`src/wpd_regs.svh`:
```
// offsets, field positions and timing constants of the wake pin detector
`ifndef WPD_REGS_SVH
`define WPD_REGS_SVH

// byte addresses of the registers
`define WPD_CTRL_ADDR 8'h00
`define WPD_STAT_ADDR 8'h04
`define WPD_MODE_ADDR 8'h08

// control register fields
`define WPD_CTRL_ENABLE 0
`define WPD_CTRL_MASK_RISE 1
`define WPD_CTRL_MASK_FALL 2
`define WPD_CTRL_WIDTH 3

// status register fields
`define WPD_STAT_LEVEL 0
`define WPD_STAT_FLAG0 1
`define WPD_STAT_FLAG1 2
`define WPD_STAT_SLEEP_BLOCK 3

// mode register field, a 3-bit chip mode
`define WPD_MODE_LSB 0
`define WPD_MODE_WIDTH 3

// filter time in ns; 10 us least, 25 us longest, 40 ns clock
`define WPD_FILTER_MIN_NS 10000
`define WPD_FILTER_MAX_NS 25000
`define WPD_CLK_NS 40

// axi responses
`define WPD_RESP_OKAY 2'h0
`define WPD_RESP_SLVERR 2'h2

`endif

```
`src/wpd_pkg.sv`:
```
// types shared by the wake pin detector files
package wpd_pkg;

    typedef enum logic [2:0] {
        WPD_MODE_NORMAL = 3'b000,
        WPD_MODE_STOP = 3'b001,
        WPD_MODE_SLEEP = 3'b010,
        WPD_MODE_RESTART = 3'b011,
        WPD_MODE_FAILSAFE = 3'b100,
        WPD_MODE_FLASH = 3'b101,
        WPD_MODE_OFF = 3'b110
    } wpd_mode_t;

endpackage

```
`src/wpd_filter.sv`:
```
// wake input synchroniser and persistence filter
`timescale 1ns/1ns
`default_nettype none
`include "wpd_regs.svh"

module wpd_filter #(
    parameter int COUNT = 250
) (
    input wire logic aclk,
    input wire logic aresetn,
    input wire logic wake_input,
    output logic level,
    output logic rise,
    output logic fall
);

    // ----------------------------------------
    // parameter check
    // ----------------------------------------
    if (COUNT < 2 || COUNT > 65535) begin : g_bad_count
        $error("wpd_filter: COUNT out of range");
    end

    // ----------------------------------------
    // synchroniser and counter
    // ----------------------------------------
    logic sync_a;
    logic sync_b;
    logic [15:0] count;
    logic [15:0] next_count;
    logic differs;
    logic done;

    localparam logic [15:0] LAST = 16'(COUNT - 1);

    assign differs = sync_b != level;
    // counter restarts whenever raw level equals the held level again
    assign done = differs && (count == LAST);
    assign next_count = (!differs || done) ? 16'h0000
        : 16'(count + 16'h0001);

    always_ff @(posedge aclk) begin
        if (!aresetn) begin
            sync_a <= 1'b0;
            sync_b <= 1'b0;
            count <= 16'h0000;
            level <= 1'b0;
            rise <= 1'b0;
            fall <= 1'b0;
        end else begin
            sync_a <= wake_input;
            sync_b <= sync_a;
            count <= next_count;
            if (done) begin
                level <= sync_b;
            end
            rise <= done && sync_b;
            fall <= done && !sync_b;
        end
    end

    // ----------------------------------------
    // checks
    // ----------------------------------------
    property p_short_pulse;
        @(posedge aclk) disable iff (!aresetn)
        $changed(level) |-> $past(differs, COUNT - 1);
    endproperty
    a_short_pulse: assert property (p_short_pulse)
        else $error("level changed without persistence");

    property p_edge_level;
        @(posedge aclk) disable iff (!aresetn)
        (rise || fall) |-> (level == rise) && $changed(level);
    endproperty
    a_edge_level: assert property (p_edge_level)
        else $error("edge pulse without level change");

endmodule
`default_nettype wire

```
`src/wpd_top.sv`:
```
// wake pin detector: filter, edge flags, wake requests, axi4-lite registers
// Summary of operation
// both rising and falling wake input transitions count as wake events
// a transition is accepted only after persisting the filter time
// software enables or disables wake detection by a control bit
// in off mode every wake event is ignored
// filtered level is readable in normal, stop and flash modes
// enabled, a qualified edge wakes the chip from sleep
// from fail-safe any qualified edge always requests restart
// enabled in normal, stop or flash, an edge sets its flag and irq
// rising and falling edge flags have independent interrupt masks
// a set flag when sleep is entered wakes the chip at once
// software clears both flags before commanding sleep
// filter counter restarts on raw change, qualifies at terminal count
//
// The implementer's own choices: register access over AXI4-Lite and the register offsets.
`timescale 1ns/1ns
`default_nettype none
`include "wpd_regs.svh"

module wpd_top #(
    parameter int FILTER_COUNT =
        (`WPD_FILTER_MIN_NS + `WPD_CLK_NS - 1) / `WPD_CLK_NS
) (
    input wire logic aclk,
    input wire logic aresetn,
    input wire logic wake_input,
    input wire logic [2:0] chip_mode,
    input wire logic [7:0] s_axi_awaddr,
    input wire logic s_axi_awvalid,
    output logic s_axi_awready,
    input wire logic [31:0] s_axi_wdata,
    input wire logic [3:0] s_axi_wstrb,
    input wire logic s_axi_wvalid,
    output logic s_axi_wready,
    output logic [1:0] s_axi_bresp,
    output logic s_axi_bvalid,
    input wire logic s_axi_bready,
    input wire logic [7:0] s_axi_araddr,
    input wire logic s_axi_arvalid,
    output logic s_axi_arready,
    output logic [31:0] s_axi_rdata,
    output logic [1:0] s_axi_rresp,
    output logic s_axi_rvalid,
    input wire logic s_axi_rready,
    output logic wake_request,
    output logic restart_request,
    output logic wake_irq,
    output logic sleep_block
);

    // ----------------------------------------
    // parameter check
    // ----------------------------------------
    localparam int MAX_COUNT = `WPD_FILTER_MAX_NS / `WPD_CLK_NS;
    if (FILTER_COUNT < 2 || FILTER_COUNT > MAX_COUNT) begin : g_bad_filter
        $error("wpd_top: FILTER_COUNT out of range");
    end

    // ----------------------------------------
    // filter
    // ----------------------------------------
    logic level;
    logic rise;
    logic fall;

    wpd_filter #(
        .COUNT(FILTER_COUNT)
    ) u_filter (
        .aclk(aclk),
        .aresetn(aresetn),
        .wake_input(wake_input),
        .level(level),
        .rise(rise),
        .fall(fall)
    );

    // ----------------------------------------
    // mode decode
    // ----------------------------------------
    // chip mode comes from the mode controller on the same clock
    wpd_pkg::wpd_mode_t mode;
    logic in_awake;
    logic in_sleep;
    logic in_failsafe;
    logic in_off;
    logic any_edge;

    assign mode = wpd_pkg::wpd_mode_t'(chip_mode);
    assign in_awake = (mode == wpd_pkg::WPD_MODE_NORMAL)
        || (mode == wpd_pkg::WPD_MODE_STOP)
        || (mode == wpd_pkg::WPD_MODE_FLASH);
    assign in_sleep = mode == wpd_pkg::WPD_MODE_SLEEP;
    assign in_failsafe = mode == wpd_pkg::WPD_MODE_FAILSAFE;
    assign in_off = mode == wpd_pkg::WPD_MODE_OFF;
    assign any_edge = (rise || fall) && !in_off;

    // ----------------------------------------
    // control register
    // ----------------------------------------
    logic wake_input_enable;
    logic mask_rise;
    logic mask_fall;

    // ----------------------------------------
    // edge flags and wake requests
    // ----------------------------------------
    logic wake_edge_flag_0;
    logic wake_edge_flag_1;
    logic set_flag0;
    logic set_flag1;
    logic clr_flag0;
    logic clr_flag1;
    logic next_flag0;
    logic next_flag1;
    logic next_wake;
    logic next_restart;
    logic next_irq;
    logic flags_set;

    assign set_flag0 = wake_input_enable && in_awake && rise && !in_off;
    assign set_flag1 = wake_input_enable && in_awake && fall && !in_off;
    // set wins over a clear in the same cycle
    assign next_flag0 = set_flag0 || (wake_edge_flag_0 && !clr_flag0);
    assign next_flag1 = set_flag1 || (wake_edge_flag_1 && !clr_flag1);
    assign flags_set = wake_edge_flag_0 || wake_edge_flag_1;
    // a flag left set, or set while entering sleep, wakes at once
    assign next_wake = in_sleep
        && ((wake_input_enable && any_edge) || flags_set);
    assign next_restart = in_failsafe && any_edge;
    assign next_irq = (wake_edge_flag_0 && !mask_rise)
        || (wake_edge_flag_1 && !mask_fall);

    // ----------------------------------------
    // axi4-lite write channel
    // ----------------------------------------
    logic aw_held;
    logic w_held;
    logic [7:0] aw_addr;
    logic [31:0] w_data;
    logic [3:0] w_strb;
    logic do_write;
    logic wr_ctrl;
    logic wr_stat;
    logic wr_ok;

    assign do_write = aw_held && w_held && !s_axi_bvalid;
    assign wr_ctrl = do_write && (aw_addr == `WPD_CTRL_ADDR) && w_strb[0];
    assign wr_stat = do_write && (aw_addr == `WPD_STAT_ADDR) && w_strb[0];
    assign wr_ok = (aw_addr == `WPD_CTRL_ADDR) || (aw_addr == `WPD_STAT_ADDR);
    // write one to clear
    assign clr_flag0 = wr_stat && w_data[`WPD_STAT_FLAG0];
    assign clr_flag1 = wr_stat && w_data[`WPD_STAT_FLAG1];

    always_ff @(posedge aclk) begin
        if (!aresetn) begin
            s_axi_awready <= 1'b1;
            s_axi_wready <= 1'b1;
            aw_held <= 1'b0;
            w_held <= 1'b0;
            aw_addr <= 8'h00;
            w_data <= 32'h0000_0000;
            w_strb <= 4'h0;
            s_axi_bvalid <= 1'b0;
            s_axi_bresp <= `WPD_RESP_OKAY;
        end else begin
            if (s_axi_awvalid && s_axi_awready) begin
                aw_addr <= s_axi_awaddr;
                aw_held <= 1'b1;
                s_axi_awready <= 1'b0;
            end
            if (s_axi_wvalid && s_axi_wready) begin
                w_data <= s_axi_wdata;
                w_strb <= s_axi_wstrb;
                w_held <= 1'b1;
                s_axi_wready <= 1'b0;
            end
            if (do_write) begin
                s_axi_bvalid <= 1'b1;
                s_axi_bresp <= wr_ok ? `WPD_RESP_OKAY : `WPD_RESP_SLVERR;
                aw_held <= 1'b0;
                w_held <= 1'b0;
            end
            if (s_axi_bvalid && s_axi_bready) begin
                s_axi_bvalid <= 1'b0;
                s_axi_awready <= 1'b1;
                s_axi_wready <= 1'b1;
            end
        end
    end

    always_ff @(posedge aclk) begin
        if (!aresetn) begin
            wake_input_enable <= 1'b0;
            mask_rise <= 1'b0;
            mask_fall <= 1'b0;
        end else if (wr_ctrl) begin
            wake_input_enable <= w_data[`WPD_CTRL_ENABLE];
            mask_rise <= w_data[`WPD_CTRL_MASK_RISE];
            mask_fall <= w_data[`WPD_CTRL_MASK_FALL];
        end
    end

    always_ff @(posedge aclk) begin
        if (!aresetn) begin
            wake_edge_flag_0 <= 1'b0;
            wake_edge_flag_1 <= 1'b0;
            wake_request <= 1'b0;
            restart_request <= 1'b0;
            wake_irq <= 1'b0;
            sleep_block <= 1'b0;
        end else begin
            wake_edge_flag_0 <= next_flag0;
            wake_edge_flag_1 <= next_flag1;
            wake_request <= next_wake;
            restart_request <= next_restart;
            wake_irq <= next_irq;
            sleep_block <= next_flag0 || next_flag1;
        end
    end

    // ----------------------------------------
    // axi4-lite read channel
    // ----------------------------------------
    logic [31:0] rd_word;
    logic rd_ok;
    logic level_shown;

    // the level reads as zero where the pin is not observable
    assign level_shown = in_awake && level;
    assign rd_ok = (s_axi_araddr == `WPD_CTRL_ADDR)
        || (s_axi_araddr == `WPD_STAT_ADDR)
        || (s_axi_araddr == `WPD_MODE_ADDR);
    assign rd_word =
        (s_axi_araddr == `WPD_CTRL_ADDR) ?
            {29'h0, mask_fall, mask_rise, wake_input_enable} :
        (s_axi_araddr == `WPD_STAT_ADDR) ?
            {28'h0, sleep_block, wake_edge_flag_1, wake_edge_flag_0,
             level_shown} :
        (s_axi_araddr == `WPD_MODE_ADDR) ? {29'h0, chip_mode} :
        32'h0000_0000;

    always_ff @(posedge aclk) begin
        if (!aresetn) begin
            s_axi_arready <= 1'b1;
            s_axi_rvalid <= 1'b0;
            s_axi_rdata <= 32'h0000_0000;
            s_axi_rresp <= `WPD_RESP_OKAY;
        end else if (s_axi_arvalid && s_axi_arready) begin
            s_axi_arready <= 1'b0;
            s_axi_rvalid <= 1'b1;
            s_axi_rdata <= rd_word;
            s_axi_rresp <= rd_ok ? `WPD_RESP_OKAY : `WPD_RESP_SLVERR;
        end else if (s_axi_rvalid && s_axi_rready) begin
            s_axi_rvalid <= 1'b0;
            s_axi_arready <= 1'b1;
        end
    end

    // ----------------------------------------
    // checks
    // ----------------------------------------
    property p_off_ignored;
        @(posedge aclk) disable iff (!aresetn)
        in_off && !flags_set |=> !$rose(wake_edge_flag_0)
            && !restart_request;
    endproperty
    a_off_ignored: assert property (p_off_ignored)
        else $error("wake event acted on in off mode");

    property p_disabled_no_flag;
        @(posedge aclk) disable iff (!aresetn)
        !wake_input_enable && !clr_flag0 |=> !$rose(wake_edge_flag_0);
    endproperty
    a_disabled_no_flag: assert property (p_disabled_no_flag)
        else $error("flag set with detection disabled");

    property p_sleep_wake;
        @(posedge aclk) disable iff (!aresetn)
        in_sleep && wake_input_enable && (rise || fall) |=> wake_request;
    endproperty
    a_sleep_wake: assert property (p_sleep_wake)
        else $error("no wake from sleep on an edge");

    property p_failsafe_restart;
        @(posedge aclk) disable iff (!aresetn)
        in_failsafe && (rise || fall) |=> restart_request;
    endproperty
    a_failsafe_restart: assert property (p_failsafe_restart)
        else $error("no restart from fail-safe on an edge");

    property p_flag_set;
        @(posedge aclk) disable iff (!aresetn)
        wake_input_enable && in_awake && rise |=> wake_edge_flag_0
            ##1 (wake_irq || mask_rise);
    endproperty
    a_flag_set: assert property (p_flag_set)
        else $error("rising edge did not set its flag");

    property p_mask;
        @(posedge aclk) disable iff (!aresetn)
        wake_irq |-> $past(wake_edge_flag_0 && !mask_rise)
            || $past(wake_edge_flag_1 && !mask_fall);
    endproperty
    a_mask: assert property (p_mask)
        else $error("interrupt raised from a masked flag");

    property p_flag_wakes_sleep;
        @(posedge aclk) disable iff (!aresetn)
        in_sleep && flags_set |=> wake_request;
    endproperty
    a_flag_wakes_sleep: assert property (p_flag_wakes_sleep)
        else $error("pending flag did not wake from sleep");

    property p_level_read;
        @(posedge aclk) disable iff (!aresetn)
        in_awake |-> (rd_word[`WPD_STAT_LEVEL] == level)
            || (s_axi_araddr != `WPD_STAT_ADDR);
    endproperty
    a_level_read: assert property (p_level_read)
        else $error("status does not show the filtered level");

endmodule
`default_nettype wire

```
`config.mk`:
```
export PLATFORM = sky130hd
export DESIGN_NAME = wpd_top
export DESIGN_NICKNAME = d
export VERILOG_FILES = /design/src/wpd_pkg.sv /design/src/wpd_filter.sv /design/src/wpd_top.sv
export VERILOG_INCLUDE_DIRS = /design/src
export SDC_FILE = /design/constraint.sdc
export NUM_CORES = 1
export LEC_CHECK = 0
export BUFFER_PORTS_ARGS = -buffer_cell sky130_fd_sc_hd__buf_2
export CORE_MARGIN = 4
export CORE_UTILIZATION = 40
export DETAILED_ROUTE_END_ITERATION = 10
export PLACE_DENSITY = 0.7
export SYNTH_ARGS = -nofsm -noshare
export SYNTH_HDL_FRONTEND = slang
export SYNTH_SLANG_ARGS = --single-unit
```
`constraint.sdc`:
```
create_clock -name aclk -period 3.19 [get_ports aclk]
set_input_delay 0.638 -clock aclk [delete_from_list [all_inputs] [get_ports aclk]]
set_output_delay 0.638 -clock aclk [all_outputs]
set_load 0.05 [all_outputs]
```
==> Word-level counts from Yosys, hierarchy flattened <==
Cells that the tools add are included.
{ "totals": {"regBits": 85, "out_inout_bits": 45, "input_bits": 63} }
{ "op_classes": {"n_reduce_logical": 58, "bitwise_logic": 1, "addsub": 1, "n_mux": 9, "n_eq_ne": 10} }
{ "op_table": {"columns": ["cell", "n"], "rows": [
  ["logical AND 1 bit", 30],
  ["adder 16 x 1 -> 16 bit (second input constant)", 1],
  ["equality test 16 x 8 -> 1 bit (second input constant)", 1],
  ["equality test 8 x 3 -> 1 bit (second input constant)", 2],
  ["logical NOT 8 bit", 2],
  ["logical OR 1 bit", 13],
  ["equality test 3 bit (second input constant)", 3],
  ["equality test 8 x 4 -> 1 bit (second input constant)", 1],
  ["logical NOT 1 bit", 8],
  ["two-way mux 4 bit", 2],
  ["OR reduction 2 bit", 3],
  ["two-way mux 1 bit", 4],
  ["two-way mux 2 bit", 2],
  ["equality test 3 x 1 -> 1 bit (second input constant)", 1],
  ["equality test 3 x 2 -> 1 bit (second input constant)", 1],
  ["logical NOT 3 bit", 1],
  ["two-way mux 3 bit", 1],
  ["nonzero test 2 bit", 1],
  ["!= test 1 bit", 1],
  ["NOT 1 bit", 1]
]} }

==> Longest topological paths before layout <==
Gate-level depths: netlist of the first run.
{ "logic_depth": {"depth_word": 9, "mapped_depth": 8, "ltp_nobuf": 6} }

==> By module <==
Synthesis of the first run repeated with hierarchy kept, for this count alone.
{ "unflattened": {"hier_cells": 294, "hier_area_um2": 2583.7} }
{ "modules_own_cells": {"columns": ["mod", "area_each_um2", "seq_area_each_um2", "n_inst", "cells_per_inst"], "rows": [
  ["wpd_top", 1660.3, 680.7, 1, 200],
  ["wpd_filter", 923.4, 420.4, 1, 94]
]} }

==> Worst setup path before layout of the first run <==
No wires, ideal clock.
{ "synth_timing": {"path_kind": "input -> register", "startpoint": "input s_axi_araddr[7]", "endpoint": "register s_axi_rdata[0]", "setup_ns": 0.070, "arrival_time_ns": 1.768, "slack_ns": 1.352, "path_stages": 4, "cell_sequence": "or4_1 nor3_1 o2111ai_1 a21oi_1"} }
{ "synth_between": {"elab_chain_len": 4, "elab_cells_between_ends": 6, "classes_between": "eq/ne (2); mux (3); reduce/logical (1)"} }
{ "synth_lines": {"columns": ["item", "line_no", "rtl"], "rows": [
  ["from (decl)", "wpd_top.sv:39", "input wire logic [7:0] s_axi_araddr,"],
  ["equality test 8 x 4 -> 1 bit (no line)", null, null],
  ["two-way mux 3 bit", "wpd_top.sv:240", "(s_axi_araddr == `WPD_MODE_ADDR) ? {29'h0, chip_mode} :"],
  ["two-way mux 4 bit", "wpd_top.sv:237", "(s_axi_araddr == `WPD_STAT_ADDR) ?"],
  ["two-way mux 4 bit (*)", "wpd_top.sv:235", "(s_axi_araddr == `WPD_CTRL_ADDR) ?"],
  ["to (signal assigned)", "wpd_top.sv:252", "s_axi_rdata <= rd_word;"],
  ["to (decl)", "wpd_top.sv:42", "output logic [31:0] s_axi_rdata,"]
]} }
Mark *: on every way between the ends. The rest lies on a longest branch, timed or not.
A chain may end at the register's enable or synchronous reset.

==> Final worst setup path of the first run <==
{ "layout_timing": {"startpoint": "register u_filter.count[2]", "endpoint": "register u_filter.count[4]"} }
{ "layout_between": {"elab_chain_len": 4, "elab_cells_between_ends": 5, "classes_between": "add/sub (1); eq/ne (1); reduce/logical (3)"} }
{ "layout_lines": {"columns": ["item", "line_no", "rtl"], "rows": [
  ["from (decl)", "wpd_filter.sv:29", "logic [15:0] count;"],
  ["from (signal assigned)", "wpd_filter.sv:53", "count <= next_count;"],
  ["parallel branches: the longest is 4 deep, another holds adder 16 x 1 -> 16 bit", null, null]
]} }
Several ways; the timed one is not identified.

==> metrics.txt, run 1 <==
status completed; Synth top area share 42.72%; cts repair resizes 0; Slew HR 59.56%; TritonRoute pass-1 iters 4; Netlist cell types 51; largest net degree at the start of global routing 24; total core area 6096 sq um; Synth Area in XOR/XNOR 4.417%; Sw Ratio 30.08%; Async S/R FF share, synth 0%; max cap viols 0; FF-to-FF path depth 4; port bufs 45; die area 7792 sq um; WP buf/inv 0; Avg Inst Size Synth 8.767 sq um; CTS Buf Count 5; register area share after synthesis 42.72%; Worst R2R Setup Slack 1.12 ns; FP Rows 28; TritonCTS clock tree yes; die height 88.27 um; worst r2r dst u_filter.count[4]; Setup TNS 0 ns; post-synthesis mux area share 1.165%; crit path DAT 2.24 ns; Final period util 64.99%; #FFs+latches synth 55; initial antenna violation count 0; initial drt markers 99; vias in the first global route 1,819; Area Growth Syn to Fin 7.961%; Clock transition at path regs 0.09 ns; hold path endpoint u_filter.sync_b; critical hold path startpoint u_filter.sync_a; clk buf depth 2; Reg2Reg Launch Point u_filter.count[2]; max-slew violations 0; Final Hold Vio Count 0; Post-Syn Instances 294; nature of the critical path startpoint register; starting density of the core 42.28%; DRT Wirelength 4.890 mm; largest family of logic cells by synthesized area simple AND/OR/NAND/NOR gates; fin nets 401; Synth Flop Type dfxtp_1; fmax 482.4 MHz; Hold Crit Depth 1; GRT Total Usage 12.98%; root buf cell clkbuf_8; Post-synth EDFFs 0; Die X 88.27 um; IO Pins 108; HPWL Detailed 3.692 mm; top cells by area, synth dfxtp_1 43%, buf_4 8.7%, a21oi_1 5.4%; clock tree sinks 55; endpoints failing setup 0; drt wl/cell 11.90 um; GP Congestion 0.8102; Pwr Density 461.8 nW/um^2; Final Critical Period 2.073 ns; first-pass GRT wire length 8.031 mm; Synth Area in Simple Gates 25.44%; yosys warns 0; antenna cell count 0; Slowest cell on crit path or4_4; Comb pwr share 14.4%; Worst setup EP type register; Crit path required time 3.36 ns; delay-heaviest family, CP simple AND/OR/NAND/NOR gates; register share of total power 56.1%; Crit Path Class reg -> reg; leakage power 1.107 nW; Critical Path, Cell by Cell or4_4, nor4_4, or3_1, nor2_1; largest fanout on the critical path 16; H-tree levels 2; Hold Crit Class reg -> reg; layout cells sized above 1 19.05%; Hold Buf Count CTS 0; clock share of power 29.5%; final worst clock skew 0.009610 ns; vias 1,994; Post-CTS Setup Inserts 0; Remaining DRCs 0; cell area after synthesis 2577 sq um; Synth area leader dfxtp_1; Power Total 1.285 mW; Clk Latency, worst-skew pair 0.31 ns; adder-cell share of the synthesized area 0.9709%; Antenna Nets Post-Route 0; aggregate global routing overflow 0; RSZ-0062 raised after global routing false; via density per instance 4.852; max incr delay on CP 0.57 ns; compound-gate portion of the synthesized area 11.12%; Slew @ Worst Pin 0.6067 ns; internal power 0.8986 mW; Worst IR Drop VDD 0.2147 mV; Sw Pwr 0.3866 mW
[metal layers]
layer  vias to the layer above  global-route usage (%)  routed length, um  share of wire, %
met3                         7                   3.631                373               7.6
met5                         -                       0                  0                 0
met2                        60                   20.19               2077                42
met1                       888                   16.90               2356                48
met4                         0                   5.495                 83               1.7
li1                       1039                       -                  -                 -
[power by group through the flow]
stage | Clock, mW | Combinational (mW) | Sequential [mW]
floorplan | 0 | 0.163 | 0.753
global placement | 0 | 0.183 | 0.736
detailed placement | 0 | 0.184 | 0.737
CTS | 0.395 | 0.185 | 0.721
global route | 0.418 | 0.198 | 0.725
finish | 0.379 | 0.185 | 0.721
[worst max path at each step]
stage / slack [ns] / endpoint / start / depth (start not counted)
3_5_place_dp: 1.12 / u_filter.count[4] / u_filter.count[2] / 4
2_1_floorplan: 1.35 / s_axi_rdata[0] / s_axi_araddr[7] / 4
6_report: 1.12 / u_filter.count[4] / u_filter.count[2] / 4
4_1_cts: 1.10 / u_filter.count[4] / u_filter.count[2] / 4
3_3_place_gp: 1.11 / s_axi_rdata[0] / s_axi_araddr[7] / 5
5_1_grt: 0.98 / u_filter.count[4] / u_filter.count[2] / 4
[cells in the final DEF (no fill, tap or decap), types with 2 or more instances in the layout]
master    netlist  layout
nand2b_1        2       2
o22ai_1         3       3
nor4_1          2       2
or4_1           2       2
or4_4           3       3
inv_1          12      12
dfxtp_1        55      55
xnor2_1         8       8
o21ai_0        10      10
conb_1          1      30
nor2_2          2       2
and2_1          3       3
o31ai_1         2       2
or2_2           2       2
nor2_1         18      18
nand3b_1        4       4
nand3_1        24      24
ha_1            2       2
or3_1           2       2
a21oi_1        28      28
and3_1          3       3
nor3_1          5       5
a211oi_1        2       2
o21a_1          2       2
mux2i_1         3       3
clkbuf_8        0       5
buf_2           1      45
nor3b_1         2       2
nand4_1         3       3
xor2_1          5       5
nand2_1        29      29
[metrics by stage]
step	hold slack (ns)	worst slack (ns)	std cells	util [%]	area [sq um]
2_1_floorplan	0.4119	1.352	323	-	2686
3_3_place_gp	0.4183	1.108	404	44.23	2696
3_5_place_dp	0.4222	1.116	404	44.23	2696
4_1_cts	0.4445	1.100	411	45.65	2783
5_1_grt	0.4799	0.9836	411	45.65	2783
6_report	0.4448	1.117	411	45.65	2783
[flip-flops by register name (all words and copies together), names as in the netlist, 3 cells and up]
signal	flops
u_filter.count	16
aw_addr	8
s_axi_rdata	4
w_data	3
[cell usage after synthesis, drive strengths merged, types with 5 or more instances]
| cell | n |
|---|---|
| a21oi | 28 |
| buf | 35 |
| dfxtp | 55 |
| inv | 12 |
| nand2 | 29 |
| nand3 | 24 |
| nor2 | 20 |
| nor3 | 5 |
| o21ai | 10 |
| or4 | 5 |
| xnor2 | 8 |
| xor2 | 5 |
[worst reg2reg max path, stage by stage (launching register included)]
cell and delay, ns:
dfxtp_1 0.39, or4_4 0.57, nor4_4 0.29, or3_1 0.55, nor2_1 0.13
[kinds of logic after synthesis]
family,after synthesis
flops,55
fa+ha+maj,2
simple gates,117
mux,3
buf+inv,52
other cells,1
compound gates,51
xor+xnor,13
[area by class of cell]
cell class | instances | area, sq um
Sequential cell | 55 | 1101
Timing Repair Buffer | 46 | 232.7
Clock inverter | 2 | 17.52
Fill cell | 625 | 3313
Clock buffer | 5 | 68.82
Tap cell | 75 | 93.84
Inverter | 12 | 45.04
Multi-Input combinational cell | 216 | 1224
Note: power is estimated with default switching activity, not from simulation.
==> run 2, diff against run 1 <==
PLACE_DENSITY = 0.72   (was 0.7)
clock period = 1.7 ns   (was 3.19 ns; I/O delays follow)
==> run 2 against run 1 <==
  * Power increased by 100%
  * Clock-buffer cell count increased by 1
  * Largest cell class unchanged
  * Worst hold slack got worse by 0.20 ns
  * Highest routed layer unchanged
  * Sequential cell count unchanged
  * Setup slack got worse by 1.1 ns
  * Sequential share of layout area decreased by 3.3 points
  * Critical path depth increased by 1
  * Via count increased by 5.1%
  * Maximum frequency increased by 23%
==> metrics.txt, run 2 (synthesized netlist as in run 1, its figures left out) <==
Worst IR Drop VDD 0.3992 mV; Remaining DRCs 0; max cap viols 0; Critical Path, Cell by Cell or4_4, nor4_4, or3_4, buf_12, a21oi_2; GP Congestion 0.7366; first-pass GRT wire length 8.252 mm; Top reg by flops u_filter.count; GRT Total Usage 12.98%; die height 88.27 um; final worst clock skew 0.002366 ns; Clock transition at path regs 0.09 ns; antenna cell count 0; number of flip-flops in the largest register 16; fin nets 418; Filler Cell Count 583; Hold Worst Slack 0.2403 ns; TritonRoute pass-1 iters 4; Power Total 2.598 mW; Crit Path Class reg -> reg; fin util 50.02%; drt wl/cell 12.19 um; CTS Buf Count 5; port bufs 45; largest net degree at the start of global routing 24; crit path DAT 1.86 ns; layout cells sized above 1 28.25%; DRT Wirelength 5.230 mm; Antenna Nets Post-Route 0; TritonCTS clock tree yes; die area 7792 sq um; Pwr Density 851.9 nW/um^2; Final Hold Vio Count 0; Final Critical Period 1.680 ns; Slowest cell on crit path or4_4; FP Rows 28; Crit path required time 1.88 ns; max-slew violations 0; Reg area 1105 sq um; total core area 6096 sq um; leakage power 1.233 nW; status completed; initial drt markers 109; Worst setup EP type register; RSZ-0062 raised after global routing true; Hold Crit Class in -> reg; Hold Buf Count CTS 0; vias in the first global route 1,937; initial antenna violation count 0; IO Pins 108; Die X 88.27 um; Final period util 98.81%; largest fanout on the critical path 8; Area Growth Syn to Fin 18.30%; endpoints failing setup 0; fmax 595.3 MHz; via density per instance 4.883; HPWL Detailed 3.815 mm; Clk Latency, worst-skew pair 0.30 ns; most common cell after layout, fill and taps aside dfxtp_1; aggregate global routing overflow 0; commonest cells after routing, fill and taps aside 52 x dfxtp_1, 45 x buf_2, 30 x conb_1, 28 x nand2_1, 26 x a21oi_1; clock tree sinks 55; root buf cell clkbuf_8; top flop regs u_filter.count x16, aw_addr x8, s_axi_rdata x4; max incr delay on CP 0.54 ns; vias 2,095; starting density of the core 42.28%; nature of the critical path startpoint register; multi-input logic area 1297 sq um; H-tree levels 2; clk buf depth 2
## run 2: changes by cell type in the layout (fill, tap and decap cells not counted), sizes merged
cell / before / now
buf: 46 / 62
bufinv: 0 / 1
clkbuf: 5 / 7
inv: 13 / 12
## run 2: layout make-up
type                            count  area share, %
Clock inverter                      2          1.149
Tap cell                           75          3.078
Timing Repair Buffer               63          12.80
Inverter                           12          1.477
Multi-Input combinational cell    216          42.55
Sequential cell                    55          36.23
Clock buffer                        6          2.708
## run 2: worst paths after layout
kind | startpoint | depth (start not counted) | endpoint | slack (ns)
hold reg to reg | u_filter.sync_a | 1 | u_filter.sync_b | 0.44
setup reg to reg | u_filter.count[12] | 5 | u_filter.count[14] | 0.02
setup / recovery | u_filter.count[12] | 5 | u_filter.count[14] | 0.02
hold / removal | wake_input | 2 | u_filter.sync_a | 0.24
## run 2: metal layers
metal  vias up  part of all wire (%)  GRT usage, %
li1       1074                     -             -
met1       945                    45         16.89
met2        70                    46         21.75
met3         6                   7.7         3.073
met4         0                   1.4         3.297
met5         -                     0             0
## run 2: through the flow
step,TNS (ns),cells,instance area [sq um],setup slack (ns)
after floorplan,0,323,2686,0.01575
after CTS,0,427,2939,0.01931
after detailed placement,0,419,2821,0.05036
after global routing,-0.4917,429,3049,-0.04021
final,0,429,3049,0.02031
after global placement,0,419,2821,0.01496
## run 2: where the power goes
group          leakage [nW]  internal [mW]  switching [mW]
Combinational         0.723         0.0829           0.282
Sequential            0.449           1.32          0.0271
Clock                0.0612          0.477           0.406
Total                  1.23           1.88           0.715
## run 2: worst max-delay path, delay by kind of cell, from the launching register on
family / cells / cell delay (ns)
compound gates: 1 / 0.04
simple gates: 3 / 1.05
flops: 1 / 0.33
buf+inv: 1 / 0.15
## run 2: what timing repair did
item                                   CTS  global route
gates resized for setup                  0            23
buffers inserted                         0             1
endpoints found under the hold margin    0             0
setup endpoints to repair                0            21
